$ cat config.mk
export PLATFORM = sky130hd
export DESIGN_NAME = sram_host_ctrl
export DESIGN_NICKNAME = d
export VERILOG_FILES = /design/src/pkg/sram_host_pkg.sv /design/src/pkg/sram_pins_if.sv /design/src/rtl/sram_host_ctrl.sv /design/src/rtl/sram_pad_sync.sv
export SDC_FILE = /design/constraint.sdc
export NUM_CORES = 1
export LEC_CHECK = 0
export BUFFER_PORTS_ARGS = -buffer_cell sky130_fd_sc_hd__buf_4
export CAP_MARGIN = 25
export CORE_MARGIN = 2
export CORE_UTILIZATION = 45
export DETAILED_ROUTE_END_ITERATION = 10
export PLACE_DENSITY = 0.73
export SLEW_MARGIN = 20
export SYNTH_ARGS = -nofsm -noshare
export SYNTH_HDL_FRONTEND = slang
export SYNTH_SLANG_ARGS = --single-unit
$ cat constraint.sdc
create_clock -name mclk -period 1.47 [get_ports mclk]
set_input_delay 0 -clock mclk [delete_from_list [all_inputs] [get_ports mclk]]
set_output_delay 0 -clock mclk [all_outputs]
set_load 0.03 [all_outputs]
$ cat src/pkg/sram_host_pkg.sv
// Constants for the host-side controller of a 256K x 4 asynchronous static memory.
// Assumes a 100 MHz mclk; timing counts are derived from the slowest speed grade.
package sram_host_pkg;
  // ****************************************************************
  // Geometry
  // ****************************************************************
  localparam int ADDR_W = 18;
  localparam int DATA_W = 4;
  localparam int CLK_PERIOD_NS = 10;
  // ****************************************************************
  // Timing in ns, slowest grade; least times round up
  // ****************************************************************
  localparam int T_CYCLE_NS     = 12;
  localparam int T_PULSE_NS     = 10;
  localparam int T_DATA_SU_NS   = 6;
  localparam int T_ACCESS_NS    = 12;
  localparam int T_OE_ACCESS_NS = 6;
  localparam int T_FLOAT_NS     = 6;
  localparam int T_WR_OUT_NS    = 3;
  localparam int PULSE_CYC  = (T_PULSE_NS + CLK_PERIOD_NS - 1) / CLK_PERIOD_NS;
  localparam int CYCLE_CYC  = (T_CYCLE_NS + CLK_PERIOD_NS - 1) / CLK_PERIOD_NS;
  localparam int ACCESS_CYC = (T_ACCESS_NS + CLK_PERIOD_NS - 1) / CLK_PERIOD_NS;
  localparam int FLOAT_CYC  = (T_FLOAT_NS + CLK_PERIOD_NS - 1) / CLK_PERIOD_NS;
  localparam int CNT_W = 4;
  localparam logic [CNT_W-1:0] CNT_ZERO = 4'h0;
  localparam logic [CNT_W-1:0] CNT_ONE  = 4'h1;
  // ****************************************************************
  // Controller states
  // ****************************************************************
  typedef enum logic [5:0] {
    ST_IDLE   = 6'b000001,
    ST_WSETUP = 6'b000010,
    ST_WPULSE = 6'b000100,
    ST_RACC   = 6'b001000,
    ST_RSAMP  = 6'b010000,
    ST_TURN   = 6'b100000
  } state_t;
endpackage

$ cat src/pkg/sram_pins_if.sv
// Interface carrying the memory pins between the sequencer and the pad stage.
// Assumes a single clock domain.
`timescale 1ns/100ps
`default_nettype none
interface sram_pins_if;
  import sram_host_pkg::*;
  logic [ADDR_W-1:0] addr;
  logic              chip_on_n;
  logic              store_strobe_n;
  logic              output_drive_n;
  logic [DATA_W-1:0] wdata;
  logic              data_oe;
  logic [DATA_W-1:0] rdata_sync;
  modport seq (output addr, chip_on_n, store_strobe_n, output_drive_n, wdata, data_oe,
               input rdata_sync);
  modport pad (input addr, chip_on_n, store_strobe_n, output_drive_n, wdata, data_oe,
               output rdata_sync);
endinterface
`default_nettype wire

$ cat src/rtl/sram_host_ctrl.sv
// Host controller that reads and writes a 256K x 4 asynchronous static memory.
// Assumes one request at a time on a valid/ready port and a memory fed on its pins.
// How it works
// - Each write cycle lasts at least 12 ns at the slowest grade.
// - Strobe falls no earlier than valid address.
// - Address held valid at least 10 ns before strobe rises.
// - Strobe held low at least 10 ns.
// - Write data valid at least 6 ns before strobe rises, zero hold.
// - Host may change data right after strobe rises.
// - Address may change right after write ends.
// - Enable-controlled write: address valid before chip_on_n falls, held.
// - Enable-controlled write: chip_on_n low at least 9 ns.
// - Enable-controlled write: data valid 6 ns before chip_on_n rises.
// - Host avoids contention on the shared data lines.
`timescale 1ns/100ps
`default_nettype none
module sram_host_ctrl #(
  parameter int ADDR_BITS = 18,
  parameter int DATA_BITS = 4
) (
  input  wire logic                            mclk,
  input  wire logic                            resetn,
  input  wire logic                            req_valid,
  output logic                                 req_ready,
  input  wire logic                            req_write,
  input  wire logic [ADDR_BITS-1:0]            req_addr,
  input  wire logic [DATA_BITS-1:0]            req_wdata,
  output logic                                 rsp_valid,
  output logic [DATA_BITS-1:0]                 rsp_rdata,
  output logic [ADDR_BITS-1:0]                 addr_lines,
  output logic                                 chip_on_n,
  output logic                                 store_strobe_n,
  output logic                                 output_drive_n,
  input  wire logic [DATA_BITS-1:0]            data_pins_i,
  output logic [DATA_BITS-1:0]                 data_pins_o,
  output logic [DATA_BITS-1:0]                 data_pins_oe
);
  import sram_host_pkg::*;
  sram_pins_if pins ();
  state_t            state_q;
  state_t            state_d;
  logic [CNT_W-1:0]  cnt_q;
  logic [CNT_W-1:0]  cnt_d;
  logic [ADDR_W-1:0] addr_q;
  logic [DATA_W-1:0] wdata_q;
  logic              ce_n_q;
  logic              we_n_q;
  logic              oe_n_q;
  logic              doe_q;
  logic              rsp_valid_q;
  logic [DATA_W-1:0] rdata_q;
  logic              cnt_done;
  sram_pad_sync u_pad (
    .mclk        (mclk),
    .resetn      (resetn),
    .data_pins_i (data_pins_i),
    .pins        (pins)
  );
  assign cnt_done  = (cnt_q == CNT_ZERO);
  assign req_ready = (state_q == ST_IDLE);
  // ****************************************************************
  // Sequencer
  // ****************************************************************
  always_comb begin
    state_d = state_q;
    cnt_d   = cnt_done ? CNT_ZERO : cnt_q - CNT_ONE;
    case (state_q)
      ST_IDLE: begin
        if (req_valid && req_write) begin
          state_d = ST_WSETUP;
          cnt_d   = CNT_ZERO;
        end else if (req_valid) begin
          state_d = ST_RACC;
          cnt_d   = CNT_W'(ACCESS_CYC + FLOAT_CYC);
        end
      end
      ST_WSETUP: begin
        state_d = ST_WPULSE;
        cnt_d   = CNT_W'(PULSE_CYC - 1);
      end
      ST_WPULSE: begin
        if (cnt_done) begin
          state_d = ST_TURN;
          cnt_d   = CNT_W'(CYCLE_CYC - 1);
        end
      end
      ST_RACC: begin
        if (cnt_done) begin
          state_d = ST_RSAMP;
        end
      end
      ST_RSAMP: begin
        state_d = ST_TURN;
        cnt_d   = CNT_W'(FLOAT_CYC);
      end
      ST_TURN: begin
        if (cnt_done) begin
          state_d = ST_IDLE;
        end
      end
      default: begin
        state_d = ST_IDLE;
        cnt_d   = CNT_ZERO;
      end
    endcase
  end
  always_ff @(posedge mclk or negedge resetn) begin
    if (!resetn) begin
      state_q <= ST_IDLE;
      cnt_q   <= CNT_ZERO;
    end else begin
      state_q <= state_d;
      cnt_q   <= cnt_d;
    end
  end
  // ****************************************************************
  // Address and write data latch
  // ****************************************************************
  always_ff @(posedge mclk or negedge resetn) begin
    if (!resetn) begin
      addr_q  <= 18'h00000;
      wdata_q <= 4'h0;
    end else if (req_ready && req_valid) begin
      addr_q  <= ADDR_W'(req_addr);
      wdata_q <= DATA_W'(req_wdata);
    end
  end
  // ****************************************************************
  // Control pins, all from flops
  // ****************************************************************
  always_ff @(posedge mclk or negedge resetn) begin
    if (!resetn) begin
      ce_n_q <= 1'b1;
      we_n_q <= 1'b1;
      oe_n_q <= 1'b1;
      doe_q  <= 1'b0;
    end else begin
      // enable low with the strobe pulse
      ce_n_q <= !(state_d == ST_WPULSE || state_d == ST_RACC || state_d == ST_RSAMP);
      we_n_q <= !(state_d == ST_WPULSE);
      // read only with strobe high; otherwise floats
      oe_n_q <= !(state_d == ST_RACC || state_d == ST_RSAMP);
      // data driven from setup through strobe rise, never while reading
      // data released as enable and strobe rise
      doe_q  <= (state_d == ST_WSETUP || state_d == ST_WPULSE);
    end
  end
  // ****************************************************************
  // Read capture; synchronised pins, so access plus two flops
  // ****************************************************************
  always_ff @(posedge mclk or negedge resetn) begin
    if (!resetn) begin
      rsp_valid_q <= 1'b0;
      rdata_q     <= 4'h0;
    end else begin
      rsp_valid_q <= (state_q == ST_RSAMP);
      if (state_q == ST_RSAMP) begin
        rdata_q <= pins.rdata_sync;
      end
    end
  end
  assign pins.addr           = addr_q;
  assign pins.chip_on_n      = ce_n_q;
  assign pins.store_strobe_n = we_n_q;
  assign pins.output_drive_n = oe_n_q;
  assign pins.wdata          = wdata_q;
  assign pins.data_oe        = doe_q;
  assign addr_lines     = ADDR_BITS'(addr_q);
  assign chip_on_n      = ce_n_q;
  assign store_strobe_n = we_n_q;
  assign output_drive_n = oe_n_q;
  assign data_pins_o    = DATA_BITS'(wdata_q);
  assign data_pins_oe   = {DATA_BITS{doe_q}};
  assign rsp_valid      = rsp_valid_q;
  assign rsp_rdata      = DATA_BITS'(rdata_q);
endmodule
`default_nettype wire

$ cat src/rtl/sram_pad_sync.sv
// Pad stage: registered data input, two-flop synchroniser of the data pins.
// Assumes pins are driven straight from the sequencer's flops.
`timescale 1ns/100ps
`default_nettype none
module sram_pad_sync (
  input  wire logic                          mclk,
  input  wire logic                          resetn,
  input  wire logic [sram_host_pkg::DATA_W-1:0] data_pins_i,
  sram_pins_if.pad                           pins
);
  import sram_host_pkg::*;
  logic [DATA_W-1:0] meta_q;
  logic [DATA_W-1:0] sync_q;
  // ****************************************************************
  // Two-flop synchroniser; pins are asynchronous to mclk
  // ****************************************************************
  always_ff @(posedge mclk or negedge resetn) begin
    if (!resetn) begin
      meta_q <= 4'h0;
      sync_q <= 4'h0;
    end else begin
      meta_q <= data_pins_i;
      sync_q <= meta_q;
    end
  end
  assign pins.rdata_sync = sync_q;
endmodule
`default_nettype wire

==> results <==
- In this design, the largest share of critical-path delay is due to simple AND/OR/NAND/NOR gates.
- The total global routing overflow is 0.
- Wires add up to 4680 um.
- The total track usage is 19.8%.
- The global-route wire length before repair is 7650 um.
- The area inside the core boundary is 4290 sq um.
- The top cell types in the final layout, fill and taps aside, are 83 x sky130_fd_sc_hd__buf_4, 42 x sky130_fd_sc_hd__dfrtp_1, 29 x sky130_fd_sc_hd__dlygate4sd3_1, 18 x sky130_fd_sc_hd__mux2_4, 8 x sky130_fd_sc_hd__mux2_2.
- In this design, the stage delay of the slowest critical-path cell is 590 ps.
- The overall die height is 70.4 um.
- The overall power is 6.91 mW.
- Timing would allow up to 615 MHz.
- After synthesis the netlist holds a flip-flop and latch count of 49.
- STA classifies the critical path startpoint as a flop.
- The cell area power density is 2200 nW/um^2.
- Once the floorplan was initialized, standard cells occupied 46.2% of the core.
- The final-report max-slew violation count is 0.
- At the end of routability-driven placement, the weighted congestion stood at 0.865.
- The checks that failed: setup timing.
- The peak ir drop on the vdd network is 1.32 mV.
- The summed instance area of the synthesized netlist is 1980 sq um.
- The synthesized instance count is 128.
- The detailed-routing iteration count for the pre-antenna-repair pass is 4.
- The CTS tree is yes.
- A synthesized cell averages 15.5 sq um.
- The worst-case setup margin in the final layout is -156 ps.
- The time the final worst path needs with I/O delays and setup is 1630 ps.
- The class of the tightest hold or removal check is in2async.
- The number of antenna violations at the first check in global routing is 0.
- The clock edge transition at the registers on the reported setup and hold paths is 80 ps.
- The count of unresolved DRC violations after routing is 0.
- The tree is rooted in a sky130_fd_sc_hd__clkbuf_8.
- The number of nets with antenna violations after detailed routing is 0.
- The count of input and output buffers is 64.
- The repair_antennas step left the layout with diodes totalling 0.
- Of the total synthesized cell area, the portion taken by full adders, half adders and majority gates is 0%.
- Dividing the detail-routed wire length by the instance count gives 15.8 um.
- In this run the static leakage power is 1.54 nW.
- Headroom to the max-slew limit came out at 59.9%.
- The count of warnings emitted by yosys is 0.
- The number of placed cells counting well taps is 251.
- The number of top-level design ports is 65.
- Max-cap violations in this run came to 0.
- Traced cell by cell, the critical path runs through or4_4, nor3b_4, o21bai_1, o221ai_1.
- The worst path uses 111% of the clock period.
- The portion of the post-synthesis area used by sequential elements is 62.1%.
- The hold violation count in the final report came to 0.
- Setup violations remaining at the end of the flow were counted as 31.
- The portion of netlist area occupied by mux cells is 18.2%.
- By area, the combinational part of the netlist is dominated by multiplexers.
- After Yosys synthesis, and, or, nand and nor cells account for 9.72% of the synthesized area.
- The number of core rows is 24.
- For the pin with the worst max-slew slack, the measured transition is 601 ps.
- Of the total synthesized cell area, the portion taken by XOR and XNOR cells is 1.32%.
- The die footprint is 4950 sq um.
- The number of global-route vias before repair is 1593.
- The die is 70.4 um wide.
- The number of DRC markers in iteration 0 is 49.
- The maximum net fanout on the critical path is 4.
- The total buffers and inverters traversed by the critical path is 0.
- The final net count is 275.
- The final standard cell count with taps included and fillers excluded is 297.
- The number of unique standard cell types used by synthesis is 36.
- The critical path in this run is classified as reg2reg.
- The synthesized netlist devotes 5.24% of its cell area to compound gates.
- Leaving out fill and tap cells, the most frequent cell in the layout is sky130_fd_sc_hd__buf_4.
- In this run the deepest clock path goes through 2 buffers.
- The net count after synthesis is 158.
- For the worst setup path, the data arrival time is 1830 ps.
- The run finished, with violations left.
- Setup repair after global routing could not meet its margin everywhere.
- The kind of end point of the critical path is a flop.
- The clock tree skew after final layout is 6.83 ps.
- The via density per instance is 5.02.
- For the worst setup path, the data required time is 1670 ps.
- In this run the number of H-tree levels came out at 2.
- The TritonCTS buffer count is 5.
- The largest net degree at the start of global routing is 50.
- The share of final-layout standard cells stronger than drive strength 1 is 59.6%.
- The HPWL after detailed placement is 2810 um.
- The via count of the routed design is 1492.
- The layout overhead on the synthesized area is 58.2%.
- The slowest stage of the critical path is the sky130_fd_sc_hd__or4_4 cell.
- The insertion delay to the later sink of the worst-skew pair is 300 ps.
- The sink count of the clock tree is 49.
Yosys cell counts:
master / number / area (sq um)
sky130_fd_sc_hd__xnor2_1: 1 / 8.76
sky130_fd_sc_hd__nand3_1: 1 / 5.00
sky130_fd_sc_hd__nand2_1: 1 / 3.75
sky130_fd_sc_hd__nand3_4: 1 / 17.5
sky130_fd_sc_hd__mux2_2: 8 / 90.1
sky130_fd_sc_hd__inv_1: 3 / 11.3
sky130_fd_sc_hd__o22a_1: 1 / 8.76
sky130_fd_sc_hd__o211ai_1: 1 / 7.51
sky130_fd_sc_hd__nand2b_1: 1 / 6.26
sky130_fd_sc_hd__or4_4: 2 / 22.5
sky130_fd_sc_hd__xor2_1: 2 / 17.5
sky130_fd_sc_hd__nor4_4: 1 / 21.3
sky130_fd_sc_hd__mux2_4: 18 / 270
sky130_fd_sc_hd__o221ai_1: 1 / 8.76
sky130_fd_sc_hd__buf_6: 2 / 22.5
sky130_fd_sc_hd__or2_2: 1 / 6.26
sky130_fd_sc_hd__nor2_1: 4 / 15.0
sky130_fd_sc_hd__o21ai_0: 3 / 15.0
sky130_fd_sc_hd__dfstp_2: 4 / 105
sky130_fd_sc_hd__nand3b_1: 3 / 22.5
sky130_fd_sc_hd__nor2b_1: 3 / 18.8
sky130_fd_sc_hd__buf_4: 4 / 30.0
sky130_fd_sc_hd__nor3b_2: 1 / 12.5
sky130_fd_sc_hd__and2_1: 2 / 12.5
sky130_fd_sc_hd__a211oi_1: 1 / 7.51
sky130_fd_sc_hd__dfrtp_1: 45 / 1130
sky130_fd_sc_hd__clkbuf_2: 1 / 5.00
sky130_fd_sc_hd__nor3_1: 2 / 10.0
sky130_fd_sc_hd__nor4_1: 3 / 18.8
sky130_fd_sc_hd__a31o_2: 1 / 8.76
sky130_fd_sc_hd__o31ai_1: 1 / 7.51
sky130_fd_sc_hd__a22o_2: 1 / 10.0
sky130_fd_sc_hd__o311ai_0: 1 / 8.76
sky130_fd_sc_hd__o21bai_1: 1 / 7.51
sky130_fd_sc_hd__o22ai_1: 1 / 6.26
sky130_fd_sc_hd__o21a_1: 1 / 7.51
logic make-up (layout without fill, tap and decap cells):
kind of cell    after synthesis  in the layout
mux                          26             26
buf+inv                      10            127
flops                        49             49
simple gates                 26             26
xor+xnor                      3              3
compound gates               14             14
final timing paths:
path	from	depth (start not counted)	endpoint	slack, ps
hold reg to reg	u_pad.meta_q[1]	0	u_pad.pins.rdata_sync[1]	360
hold / removal	resetn	2	state_q[5]	250
min in group mclk	data_pins_i[3]	2	u_pad.meta_q[3]	350
max in group asynchronous	resetn	2	state_q[1]	770
setup / recovery	state_q[4]	4	cnt_q[0]	-160
setup reg to reg	state_q[4]	4	cnt_q[0]	-160
registers in the layout (all words and copies together) (netlist names), 4 cells and up:
name / count
data_pins_o: 4
u_pad.pins.rdata_sync: 4
rsp_rdata: 4
addr_lines: 18
u_pad.meta_q: 4
cnt_q: 4
state_q: 6
cell type report:
| type | instances | area (sq um) |
|---|---|---|
| sequential | 49 | 1230 |
| tap | 52 | 65.1 |
| clock inverter | 1 | 7.51 |
| inverter | 3 | 11.3 |
| clock buffer | 6 | 82.6 |
| timing repair buffer | 117 | 978 |
| fill | 285 | 1160 |
| multi-input combinational | 69 | 757 |
timing repair:
action,4_1_cts,5_1_grt
endpoints found under the setup margin,36,39
setup buffers,3,7
hold buffers,29,0
pin swaps,3,5
hold endpoints to repair,75,0
gates resized for setup,6,17
power breakdown:
| part | switching [mW] | internal, mW | total, mW |
|---|---|---|---|
| clock network | 0.419 | 0.372 | 0.791 |
| logic | 1.96 | 1.97 | 3.93 |
| registers | 0.333 | 1.86 | 2.20 |
stage by stage:
| step | hold slack [ps] | TNS, ps | worst slack [ps] | cell area [sq um] | util, % |
|---|---|---|---|---|---|
| final | 246 | -2810 | -156 | 3140 | 73.0 |
| after global placement | 36.0 | -1170 | -72.2 | 2590 | 60.4 |
| after floorplan | -296 | -2130 | -113 | 2000 | - |
| after global routing | 309 | -4700 | -202 | 3140 | 73.0 |
| after detailed placement | 47.2 | -2380 | -147 | 2590 | 60.4 |
| after CTS | 273 | -2700 | -121 | 3020 | 70.2 |
routing by layer:
| metal | track usage, % | wire length, um | vias to the layer above |
|---|---|---|---|
| met5 | 0 | 0 | - |
| met4 | 5.98 | 81 | 0 |
| met3 | 5.77 | 272 | 9 |
| met2 | 33.8 | 2470 | 52 |
| met1 | 24.2 | 1860 | 751 |
| li1 | - | - | 680 |
worst register-to-register path, stage by stage, from the launching register on:
cell and delay (ps):
sky130_fd_sc_hd__dfrtp_2 450, sky130_fd_sc_hd__or4_4 590, sky130_fd_sc_hd__nor3b_4 240, sky130_fd_sc_hd__o21bai_1 90, sky130_fd_sc_hd__o221ai_1 170
No activity file was read; power rests on OpenSTA's default activity.
